## config.mk

```make
export PLATFORM = sky130hd
export DESIGN_NAME = trcb_timer2
export DESIGN_NICKNAME = d
export VERILOG_FILES = /design/src/rtl/trcb_pkg.sv /design/src/rtl/trcb_pin_sync.sv /design/src/rtl/trcb_timer2.sv
export SDC_FILE = /design/constraint.sdc
export NUM_CORES = 1
export LEC_CHECK = 0
export ABC_CLOCK_PERIOD_IN_PS = 5910
export BUFFER_PORTS_ARGS = -buffer_cell sky130_fd_sc_hd__buf_2
export CAP_MARGIN = 20
export CORE_MARGIN = 2
export CORE_UTILIZATION = 40
export DETAILED_ROUTE_END_ITERATION = 12
export PLACE_DENSITY_LB_ADDON = 0.12
export SLEW_MARGIN = 20
export SYNTH_ARGS = -nofsm -noshare
export SYNTH_HDL_FRONTEND = slang
export SYNTH_SLANG_ARGS = --single-unit
export TNS_END_PERCENT = 20
```

## constraint.sdc

```tcl
create_clock -name aclk -period 5.91 [get_ports aclk]
set_input_delay 0.8865 -clock aclk [delete_from_list [all_inputs] [get_ports aclk]]
set_output_delay 0.8865 -clock aclk [all_outputs]
set_load 0.02 [all_outputs]
```

## src/rtl/trcb_pkg.sv

```systemverilog
// timer 2 shared constants, register layout and mode encoding
// assumes a single 125 MHz clock domain and a 32-bit AXI4-Lite slave port
package trcb_pkg;

  // ----------------------------------------------------------------
  // register map (byte addresses, one aligned word each)
  // ----------------------------------------------------------------
  localparam int          ADDR_W      = 8;
  localparam logic [7:0]  ADDR_CTRL   = 8'h00;
  localparam logic [7:0]  ADDR_MODE   = 8'h04;
  localparam logic [7:0]  ADDR_COUNT  = 8'h08;
  localparam logic [7:0]  ADDR_RELOAD = 8'h0C;

  // ----------------------------------------------------------------
  // field layouts
  // ----------------------------------------------------------------
  // timer_control_reg bits 7..1, bit 0 reads as zero
  typedef struct packed {
    logic overflow_flag;
    logic external_flag;
    logic rx_clock_select;
    logic tx_clock_select;
    logic external_enable;
    logic run_bit;
    logic timer_counter_select;
  } trcb_ctrl_s;

  // timer_mode_reg bits 2..0
  typedef struct packed {
    logic irq_enable;
    logic clock_out_enable;
    logic down_count_enable;
  } trcb_mode_s;

  localparam int CTRL_LSB = 1;
  localparam int MODE_LSB = 0;

  // ----------------------------------------------------------------
  // reset values
  // ----------------------------------------------------------------
  localparam trcb_ctrl_s  CTRL_RST   = 7'h00;
  localparam trcb_mode_s  MODE_RST   = 3'h0;
  localparam logic [15:0] COUNT_RST  = 16'h0000;
  localparam logic [15:0] RELOAD_RST = 16'h0000;

  // ----------------------------------------------------------------
  // counts
  // ----------------------------------------------------------------
  localparam logic [15:0] COUNT_MAX   = 16'hFFFF;
  localparam logic [2:0]  MACH_LAST   = 3'h5;  // six clocks per machine cycle
  localparam logic [3:0]  BAUD_LAST   = 4'hF;  // overflow rate over 16
  localparam logic [1:0]  RESP_OKAY   = 2'h0;
  localparam logic [1:0]  RESP_SLVERR = 2'h2;

  // counting function, one-hot
  typedef enum logic [2:0] {
    OP_RELOAD = 3'b001,
    OP_CLKOUT = 3'b010,
    OP_BAUD   = 3'b100
  } trcb_op_e;

endpackage

```

## src/rtl/trcb_pin_sync.sv

```systemverilog
// two-flop synchroniser with falling-edge detect for one pin
// assumes the pin is asynchronous to aclk
`timescale 1ns/1ps
module trcb_pin_sync (
  // clock and reset
  input  wire logic aclk,
  input  wire logic aresetn,
  // pin side
  input  wire logic pin,
  // synchronised side
  output logic      level,
  output logic      fall
);

  logic meta;
  logic prev;

  // ----------------------------------------------------------------
  // synchroniser, meta read only by level
  // ----------------------------------------------------------------
  always_ff @(posedge aclk)
  begin
    if (!aresetn)
    begin
      meta  <= 1'b1;
      level <= 1'b1;
      prev  <= 1'b1;
    end
    else
    begin
      meta  <= pin;
      level <= meta;
      prev  <= level;
    end
  end

  // one-cycle pulse on a high-to-low step
  assign fall = prev & ~level;

endmodule // trcb_pin_sync

```

## src/rtl/trcb_timer2.sv

```systemverilog
// timer 2: auto-reload up/down counter, clock-out and baud generator
// assumes aclk at 125 MHz, AXI4-Lite master on the same clock, async pins
// Contract
// down count off after reset, then pin direction
// up count to FFFF, flag, reload
// external edge also reloads, sets external flag
// interrupt when enabled and either flag set
// edge seen over three machine cycles
// trigger high counts up, reload on FFFF
// trigger low counts down, underflow loads FFFF
// external flag toggles on over/underflow
// clock out needs select clear, enable, run
// clock out is fosc over 2(65536-reload)
// clock-out roll-overs raise no interrupt
// tx/rx selects choose this timer or other
// baud roll-over reloads full 16 bits
// baud tick is overflow rate over 16
// internal baud clocking increments every clock
// baud mode when a select set, no flag
// baud mode edge sets flag, no reload
// software stops timer before touching counts
// reload rate is source over 65536-reload
// select picks machine cycles or pin falls
// overflow flag sticky, not in baud/clock-out
// pins synchronised, reload in same cycle
`timescale 1ns/1ps
module trcb_timer2 (
  // clock and reset
  input  wire logic        aclk,
  input  wire logic        aresetn,
  // axi4-lite write
  input  wire logic        awvalid,
  output logic             awready,
  input  wire logic [7:0]  awaddr,
  input  wire logic        wvalid,
  output logic             wready,
  input  wire logic [31:0] wdata,
  input  wire logic [3:0]  wstrb,
  output logic             bvalid,
  input  wire logic        bready,
  output logic [1:0]       bresp,
  // axi4-lite read
  input  wire logic        arvalid,
  output logic             arready,
  input  wire logic [7:0]  araddr,
  output logic             rvalid,
  input  wire logic        rready,
  output logic [31:0]      rdata,
  output logic [1:0]       rresp,
  // pins
  input  wire logic        trigger_pin,
  input  wire logic        count_pin_in,
  output logic             count_pin_out,
  output logic             count_pin_oe,
  // serial port and interrupt
  input  wire logic        other_timer_ovf,
  output logic [1:0]       baud_tick,
  output logic             irq
);

  trcb_pkg::trcb_ctrl_s ctrl;
  trcb_pkg::trcb_mode_s mode;
  trcb_pkg::trcb_op_e   op;
  logic [15:0] count;
  logic [15:0] reload;
  logic [15:0] next_count;
  logic [7:0]  aw_q;
  logic [31:0] wd_q;
  logic [3:0]  ws_q;
  logic [2:0]  mc_cnt;
  logic        mc_tick;
  logic        trig_lvl;
  logic        cnt_fall;
  logic        trig_s1;
  logic        trig_pend;
  logic        step;
  logic        down;
  logic        roll_up;
  logic        roll_dn;
  logic        ext_evt;
  logic        ext_reload;
  logic        wr_go;
  logic        aw_got;
  logic        w_got;
  logic        wr_ctrl;
  logic        wr_mode;
  logic        wr_count;
  logic        wr_reload;
  logic [15:0] wmask;
  logic [1:0]  clk_sel;
  logic [1:0]  baud_src;

  // ----------------------------------------------------------------
  // pin synchronisers
  // ----------------------------------------------------------------
  // both pins pass two flops before any edge logic R22
  trcb_pin_sync u_trig_sync (
    .aclk    (aclk),
    .aresetn (aresetn),
    .pin     (trigger_pin),
    .level   (trig_lvl),
    .fall    ()
  );

  trcb_pin_sync u_cnt_sync (
    .aclk    (aclk),
    .aresetn (aresetn),
    .pin     (count_pin_in),
    .level   (),
    .fall    (cnt_fall)
  );

  // ----------------------------------------------------------------
  // axi4-lite write channel
  // ----------------------------------------------------------------
  // address and data are held until both arrive, then one write cycle
  // held flags, not idle readies, so reset release starts no phantom write
  assign wr_go = aw_got & w_got & ~bvalid;

  always_ff @(posedge aclk)
  begin
    if (!aresetn)
    begin
      awready <= 1'b0;
      wready  <= 1'b0;
      bvalid  <= 1'b0;
      bresp   <= trcb_pkg::RESP_OKAY;
      aw_q    <= 8'h00;
      wd_q    <= 32'h0000_0000;
      ws_q    <= 4'h0;
      aw_got  <= 1'b0;
      w_got   <= 1'b0;
    end
    else
    begin
      if (awvalid && awready)
      begin
        awready <= 1'b0;
        aw_got  <= 1'b1;
        aw_q    <= awaddr;
      end
      if (wvalid && wready)
      begin
        wready <= 1'b0;
        w_got  <= 1'b1;
        wd_q   <= wdata;
        ws_q   <= wstrb;
      end
      if (wr_go)
      begin
        aw_got <= 1'b0;
        w_got  <= 1'b0;
        bvalid <= 1'b1;
        bresp  <= (wr_ctrl | wr_mode | wr_count | wr_reload |
                   (aw_q[7:4] == 4'h0 && aw_q[1:0] == 2'h0)) ?
                  trcb_pkg::RESP_OKAY : trcb_pkg::RESP_SLVERR;
      end
      else if (bvalid && bready)
      begin
        bvalid  <= 1'b0;
        awready <= 1'b1;
        wready  <= 1'b1;
      end
      else if (!bvalid && !awready && !wready && !aw_got && !w_got)
      begin
        awready <= 1'b1;  // first cycle after reset
        wready  <= 1'b1;
      end
    end
  end

  // address decode of the held write
  always_comb
  begin
    wr_ctrl   = 1'b0;
    wr_mode   = 1'b0;
    wr_count  = 1'b0;
    wr_reload = 1'b0;
    if (wr_go && aw_q == trcb_pkg::ADDR_CTRL)
      wr_ctrl = 1'b1;
    else if (wr_go && aw_q == trcb_pkg::ADDR_MODE)
      wr_mode = 1'b1;
    else if (wr_go && aw_q == trcb_pkg::ADDR_COUNT)
      wr_count = 1'b1;
    else if (wr_go && aw_q == trcb_pkg::ADDR_RELOAD)
      wr_reload = 1'b1;
  end

  assign wmask = {{8{ws_q[1]}}, {8{ws_q[0]}}};

  // ----------------------------------------------------------------
  // axi4-lite read channel
  // ----------------------------------------------------------------
  // data captured at the address handshake, answered one cycle later
  always_ff @(posedge aclk)
  begin
    if (!aresetn)
    begin
      arready <= 1'b0;
      rvalid  <= 1'b0;
      rdata   <= 32'h0000_0000;
      rresp   <= trcb_pkg::RESP_OKAY;
    end
    else if (arvalid && arready)
    begin
      arready <= 1'b0;
      rvalid  <= 1'b1;
      rresp   <= trcb_pkg::RESP_OKAY;
      if (araddr == trcb_pkg::ADDR_CTRL)
        rdata <= {24'h000000, ctrl, 1'b0};
      else if (araddr == trcb_pkg::ADDR_MODE)
        rdata <= {29'h00000000, mode};
      else if (araddr == trcb_pkg::ADDR_COUNT)
        rdata <= {16'h0000, count};
      else if (araddr == trcb_pkg::ADDR_RELOAD)
        rdata <= {16'h0000, reload};
      else
      begin
        rdata <= 32'h0000_0000;
        rresp <= trcb_pkg::RESP_SLVERR;
      end
    end
    else if (rvalid && rready)
    begin
      rvalid  <= 1'b0;
      arready <= 1'b1;
    end
    else if (!rvalid)
      arready <= 1'b1;
  end

  // ----------------------------------------------------------------
  // machine cycle and trigger edge sampling
  // ----------------------------------------------------------------
  assign mc_tick = (mc_cnt == trcb_pkg::MACH_LAST);

  // pin sampled once per machine cycle: 1, then 0, flag in the third R5
  always_ff @(posedge aclk)
  begin
    if (!aresetn)
    begin
      mc_cnt    <= 3'h0;
      trig_s1   <= 1'b1;
      trig_pend <= 1'b0;
    end
    else
    begin
      mc_cnt <= mc_tick ? 3'h0 : mc_cnt + 3'h1;
      if (mc_tick)
      begin
        trig_s1   <= trig_lvl;
        trig_pend <= trig_s1 & ~trig_lvl;
      end
    end
  end

  assign ext_evt = mc_tick & trig_pend & ctrl.external_enable;

  // ----------------------------------------------------------------
  // function select and counting step
  // ----------------------------------------------------------------
  // baud wins over clock-out; a select bit alone makes baud mode
  always_comb
  begin
    if (ctrl.tx_clock_select || ctrl.rx_clock_select)
      op = trcb_pkg::OP_BAUD;
    else if (mode.clock_out_enable && !ctrl.timer_counter_select)
      op = trcb_pkg::OP_CLKOUT;
    else
      op = trcb_pkg::OP_RELOAD;
  end

  // pin falls, every clock in baud/clock-out, else machine cycles
  always_comb
  begin
    if (!ctrl.run_bit)
      step = 1'b0;
    else if (ctrl.timer_counter_select)
      step = cnt_fall;
    else if (op != trcb_pkg::OP_RELOAD)
      step = 1'b1;
    else
      step = mc_tick;
  end

  // trigger low counts down only in up/down reload use R1
  assign down = mode.down_count_enable & ~trig_lvl & (op == trcb_pkg::OP_RELOAD);
  assign roll_up = step & ~down & (count == trcb_pkg::COUNT_MAX);
  assign roll_dn = step & down & (count == reload);
  // in up/down use the trigger is direction, so no edge reload
  assign ext_reload = ext_evt & (op == trcb_pkg::OP_RELOAD) & ~mode.down_count_enable;

  // ----------------------------------------------------------------
  // counter
  // ----------------------------------------------------------------
  // reload lands in the very cycle of its cause R22
  always_comb
  begin
    if (wr_count)
      next_count = (count & ~wmask) | (wd_q[15:0] & wmask);
    else if (roll_up || ext_reload)
      next_count = reload;
    else if (roll_dn)
      next_count = trcb_pkg::COUNT_MAX;
    else if (step && down)
      next_count = count - 16'h0001;
    else if (step)
      next_count = count + 16'h0001;
    else
      next_count = count;
  end

  // software write wins over counting; stop the timer first if it matters
  always_ff @(posedge aclk)
  begin
    if (!aresetn)
      count <= trcb_pkg::COUNT_RST;
    else
      count <= next_count;
  end

  // reload pair, software only
  always_ff @(posedge aclk)
  begin
    if (!aresetn)
      reload <= trcb_pkg::RELOAD_RST;
    else if (wr_reload)
      reload <= (reload & ~wmask) | (wd_q[15:0] & wmask);
  end

  // ----------------------------------------------------------------
  // control and mode registers
  // ----------------------------------------------------------------
  // hardware set wins over a software clear in the same cycle
  always_ff @(posedge aclk)
  begin
    if (!aresetn)
      ctrl <= trcb_pkg::CTRL_RST;
    else
    begin
      if (wr_ctrl && ws_q[0])
        ctrl <= trcb_pkg::trcb_ctrl_s'(wd_q[7:trcb_pkg::CTRL_LSB]);
      // sticky, only in plain reload use R21 R11 R16
      if ((roll_up || roll_dn) && op == trcb_pkg::OP_RELOAD)
        ctrl.overflow_flag <= 1'b1;
      if ((roll_up || roll_dn) && op == trcb_pkg::OP_RELOAD && mode.down_count_enable)
        ctrl.external_flag <= (wr_ctrl && ws_q[0]) ? ~wd_q[6] : ~ctrl.external_flag;
      else if (ext_evt && !(op == trcb_pkg::OP_RELOAD && mode.down_count_enable))
        ctrl.external_flag <= 1'b1;
    end
  end

  // down count enable is clear after reset R1
  always_ff @(posedge aclk)
  begin
    if (!aresetn)
      mode <= trcb_pkg::MODE_RST;
    else if (wr_mode && ws_q[0])
      mode <= trcb_pkg::trcb_mode_s'(wd_q[2:trcb_pkg::MODE_LSB]);
  end

  // ----------------------------------------------------------------
  // interrupt and clock-out
  // ----------------------------------------------------------------
  // one request line for both flags R4
  always_ff @(posedge aclk)
  begin
    if (!aresetn)
      irq <= 1'b0;
    else
      irq <= mode.irq_enable & (ctrl.overflow_flag | ctrl.external_flag);
  end

  // toggle per roll-over gives half the roll-over rate, 50 % duty R10
  always_ff @(posedge aclk)
  begin
    if (!aresetn)
    begin
      count_pin_out <= 1'b0;
      count_pin_oe  <= 1'b0;
    end
    else
    begin
      count_pin_oe <= (op == trcb_pkg::OP_CLKOUT) & ctrl.run_bit;
      if (op != trcb_pkg::OP_CLKOUT)
        count_pin_out <= 1'b0;
      else if (roll_up)
        count_pin_out <= ~count_pin_out;
    end
  end

  // ----------------------------------------------------------------
  // baud ticks, index 0 transmit, 1 receive
  // ----------------------------------------------------------------
  assign clk_sel = {ctrl.rx_clock_select, ctrl.tx_clock_select};

  genvar gi;
  generate
    for (gi = 0; gi < 2; gi++)
    begin : g_baud
      logic [3:0] div;
      // each direction picks its own source R12
      assign baud_src[gi] = clk_sel[gi] ? (roll_up & (op == trcb_pkg::OP_BAUD)) : other_timer_ovf;

      always_ff @(posedge aclk)
      begin
        if (!aresetn)
        begin
          div           <= 4'h0;
          baud_tick[gi] <= 1'b0;
        end
        else
        begin
          baud_tick[gi] <= baud_src[gi] & (div == trcb_pkg::BAUD_LAST);
          if (baud_src[gi])
            div <= div + 4'h1;
        end
      end
    end
  endgenerate
endmodule // trcb_timer2

```

After elaboration in Yosys (flattened, before gate mapping)
Cells that the tools add are included.
{ "totals": {"reg_bits": 134, "in_bits": 62, "out_inout_bits": 46, "wordCells": 196} }
{ "op_classes": {"n_addsub": 5, "n_eq_ne": 17, "mux": 50, "bitwise": 39, "n_reduce_logical": 45} }
{ "ops": {"columns": ["operator", "count"], "rows": [
  ["2-to-1 mux 16 bit", 9],
  ["AND 16 bit", 3],
  ["2-to-1 mux 1 bit", 33],
  ["== test 8 x 4 -> 1 bit, second input constant", 4],
  ["OR 16 bit", 2],
  ["logical AND 1 bit", 22],
  ["AND 1 bit", 19],
  ["adder 16 x 1 -> 16 bit, second input constant", 1],
  ["== test 16 bit", 1],
  ["== test 16 bit, second input constant", 1],
  ["== test 8 x 3 -> 1 bit, second input constant", 2],
  ["logical NOT 8 bit", 2],
  ["inverter 16 bit", 1],
  ["subtractor 16 x 1 -> 16 bit, second input constant", 1],
  ["2-to-1 mux 2 bit", 6],
  ["inverter 1 bit", 9],
  ["adder 4 x 1 -> 4 bit, second input constant", 2],
  ["== test 4 bit, second input constant", 2],
  ["OR reduction 2 bit", 4],
  ["logical NOT 1 bit", 7],
  ["2-to-1 mux 7 bit", 1],
  ["== test 3 bit, second input constant", 2],
  ["nonzero test 2 bit", 3],
  ["OR 1 bit", 5],
  ["12 further kinds", 14]
]} }

Logic depth before layout (Yosys ltp)
{ "logic_depth": {"depth_word": 14, "depth_mapped": 13} }

Modules after synthesis
A second synthesis with hierarchy kept.
{ "hier_totals": {"cells_unflattened": 681, "area_unflattened_um2": 5764.3} }
{ "modules_own_cells": {"columns": ["mod", "n_inst", "cells_each", "area_each_um2", "seq_area_each_um2"], "rows": [
  ["trcb_timer2", 1, 667, 5594.1, 2222.1],
  ["trcb_pin_sync", 2, 7, 85.1, 60.1]
]} }

Least setup slack after synthesis
No wires, ideal clock.
{ "synth_path": {"kind": "flip-flop to flip-flop", "start": "register mc_cnt[0]", "end": "register with a tool-made name", "setup_time_ns": 0.096, "t_arrival_ns": 3.898, "slack_ns": 1.917, "path_stages_with_launch": 12, "path_cell_list": "dfxtp_1 > ha_1 > nand2_1 > a221o_1 > nor4b_2 > ha_1 > a2111oi_1 > o21ai_1 > a221oi_1 > a211oi_1 > nor3b_1 > o41ai_2"} }
{ "synth_rtl": {"columns": ["element", "line", "rtl"], "rows": [
  ["start, declared", "trcb_timer2.sv:70", "logic [2:0] mc_cnt;"],
  ["start signal, assigned", "trcb_timer2.sv:248", "mc_cnt <= mc_tick ? 3'h0 : mc_cnt + 3'h1;"]
]} }

==> impl_metrics.json <==
{
  "outcome": "finished clean",
  "post-dp-hpwl_um": 12300,
  "crit_fanout": 16,
  "clk_latency_ns": 0.42,
  "finalHoldViolations": 0,
  "via_per_inst": 5.50,
  "grt_pass1_wl_um": 26800,
  "synth-seq-cells": 116,
  "multi_input_area_mm2": 0.00343,
  "ioPinCount": 108,
  "reg2regPathDepth": 12,
  "finalCriticalPeriod_ns": 4.03,
  "wl_um": 16400,
  "diodes": 0,
  "cts_resized": 0,
  "syn_area_mm2": 0.00600,
  "final_core_util": 0.482,
  "die_h_um": 126,
  "synthTopCellsByArea": "dfxtp_1 (39%), nand2_1 (7.4%), a21oi_1 (6.2%)",
  "setup_tns_ns": 0,
  "core_mm2": 0.0146,
  "dieArea_mm2": 0.0160,
  "grt_max_degree": 54,
  "rsz0062_at_grt": "no",
  "gr-total-overflow": 0,
  "max_freq_ghz": 0.248,
  "holdCritPathClass": "flip-flop to flip-flop",
  "cp.arrival_ns": 4.31,
  "drc": 0,
  "wire_per_inst_um": 16.7,
  "tightest_slew_ns": 0.995,
  "relSlewSlack": 0.333,
  "fillers": 1451,
  "start_util": 0.411,
  "async_flop_share": 0,
  "core.rowCount": 44,
  "hold_ws_ns": 0.407,
  "pwr_density_cell_mw_per_mm2": 292,
  "endpoint_kind": "flip-flop",
  "whs_endpoint": "u_trig_sync.level$_SDFF_PN1_",
  "post-synth-top-count-cell": "nand2_1",
  "ant_nets": 0,
  "clk_pin_slew_ns": 0.05,
  "syn_area_per_cell_um2": 8.23,
  "finalMaxSlewViolations": 0,
  "synth_fa_ha_area_frac": 0.0409,
  "cts_sinks": 116,
  "total_leakage_power_nw": 2.96,
  "yosys.area_share.simple": 0.218,
  "final_area_mm2": 0.00703,
  "ys_types": 67,
  "nNetsFinal": 870,
  "cp-start-kind": "flip-flop",
  "dpl_cell_area_mm2": 0.00640,
  "worstSetupPathType": "flip-flop to flip-flop",
  "die_w_um": 126,
  "timing.rr.start": "mc_cnt[0]$_SDFF_PP0_",
  "skew_ns": 0.0101,
  "setup_viol": 0,
  "gr-usage-all-layers": 0.211,
  "antenna_found_initial": 0,
  "synth_top_area_cell": "dfxtp_1",
  "synth_edf_count": 0,
  "required_ns": 6.19,
  "synth-compound-area-share": 0.202,
  "yosysTopAreaCellShare": 0.387,
  "cap_violations": 0,
  "regToRegSetupSlack_ns": 1.88,
  "vias": 5406,
  "cts-root-buf": "clkbuf_16",
  "cts_max_path_buffers": 2,
  "post_cts_buffers": 0,
  "seq_area_mm2": 0.00232,
  "synth_ff_type": "dfxtp_1",
  "whs_path_depth": 1,
  "ir_drop_mv": 0.224,
  "synthMuxAreaShare": 0.0477,
  "yosys-top-cells-count": "nand2_1 (119), dfxtp_1 (116), a21oi_1 (74)",
  "place.gp.congestion": 0.903,
  "grt_pass1_vias": 5252,
  "fin_crit_sh": 0.682,
  "netlist_instances": 729,
  "synth-xor-area-share": 0.0511,
  "ctsHoldBuffers": 0,
  "cts_buffers": 17,
  "htree_levels": 4,
  "syn2layout_area_growth_pct": 17.1,
  "drt_iter0_markers": 450,
  "synth-warning-count": 0,
  "drive_above_1_share": 0.158,
  "synth_top_family_by_area": "simple AND/OR/NAND/NOR gates",
  "port_buffers": 71,
  "seq_area_frac_synth": 0.387,
  "dr.pass1.iters": 6,
  "hold_start": "u_trig_sync.meta$_SDFF_PN1_",
  "cts_tree": "done"
}
## power breakdown
part | switching (W) | internal [W]
registers | 0.0000325 | 0.000812
clock network | 0.000350 | 0.000729
logic | 0.0000849 | 0.0000457
## routing by layer
metal  vias up  share of wire  track usage
li1       2668              -            -
met1      2566           0.48        0.292
met2       148           0.45        0.326
met3        24          0.054       0.0460
met4         0          0.016       0.0705
met5         -              0            0
## worst max path at each step
stage,startpoint,end,slack [ns]
after floorplan,mc_cnt[0]$_SDFF_PP0_,flip-flop,1.92
after global placement,mc_cnt[0]$_SDFF_PP0_,flip-flop,1.95
after detailed placement,mc_cnt[0]$_SDFF_PP0_,flip-flop,1.91
after CTS,mc_cnt[0]$_SDFF_PP0_,flip-flop,1.89
after global routing,mc_cnt[0]$_SDFF_PP0_,flip-flop,1.54
final,mc_cnt[0]$_SDFF_PP0_,flip-flop,1.88
## area by class of cell
cell class                 instances  area share
inverter                          13     0.00695
clock buffer                      20      0.0664
multi-input combinational        567       0.488
timing repair buffer              74      0.0538
clock inverter                     9      0.0219
sequential                       116       0.331
tap                              184      0.0328
## cells by family after synthesis
| group | count (synthesis) |
|---|---|
| and+or+nand+nor | 276 |
| AOI/OAI and AO/OA | 193 |
| DFF | 116 |
| buffers and inverters | 63 |
| xor gates and xnor gates | 35 |
| muxes | 26 |
| adders and majority gates | 19 |
| other | 1 |
## per-stage QoR
stage               setup WS (ns)  total power (W)  std cells
finish                       1.88          0.00205        983
global route                 1.54          0.00213        983
CTS                          1.89          0.00207        983
detailed placement           1.91         0.000992        954
global placement             1.95         0.000987        954
floorplan                    1.92         0.000955        746
## cells in the final DEF (no fill, tap or decap), drive strengths merged, types with 3 or more instances in the layout
cell type | Yosys | layout
or2 | 5 | 5
nand3 | 22 | 22
xnor2 | 14 | 14
bufinv | 0 | 4
a221oi | 3 | 3
or3 | 3 | 3
a211oi | 7 | 7
clkbuf | 20 | 20
a21oi | 74 | 74
mux2i | 23 | 23
buf | 30 | 74
a21o | 7 | 7
nor3b | 4 | 4
and2 | 4 | 4
clkinv | 0 | 3
a22oi | 8 | 8
nor3 | 11 | 11
nor4 | 12 | 12
nand2 | 120 | 120
a31oi | 3 | 3
o221ai | 7 | 7
and3 | 3 | 3
inv | 13 | 13
xor2 | 21 | 21
o41ai | 3 | 3
conb | 1 | 18
dfxtp | 116 | 116
nor2 | 58 | 58
nand4 | 12 | 12
nor2b | 5 | 5
ha | 18 | 18
o21ai | 50 | 50
o21a | 10 | 10
o211ai | 5 | 5
nand2b | 11 | 11
## worst max-delay path, stage by stage (launching register included)
cell,delay [ns]
dfxtp_1,0.35
ha_1,0.23
nand2_1,0.15
a221o_1,0.47
nor4b_2,0.30
buf_4,0.28
ha_1,0.33
a2111oi_1,0.51
o21ai_1,0.26
a22o_1,0.25
a211oi_1,0.32
nor3b_1,0.32
o41ai_2,0.11
(Power assumes the default switching activity.)
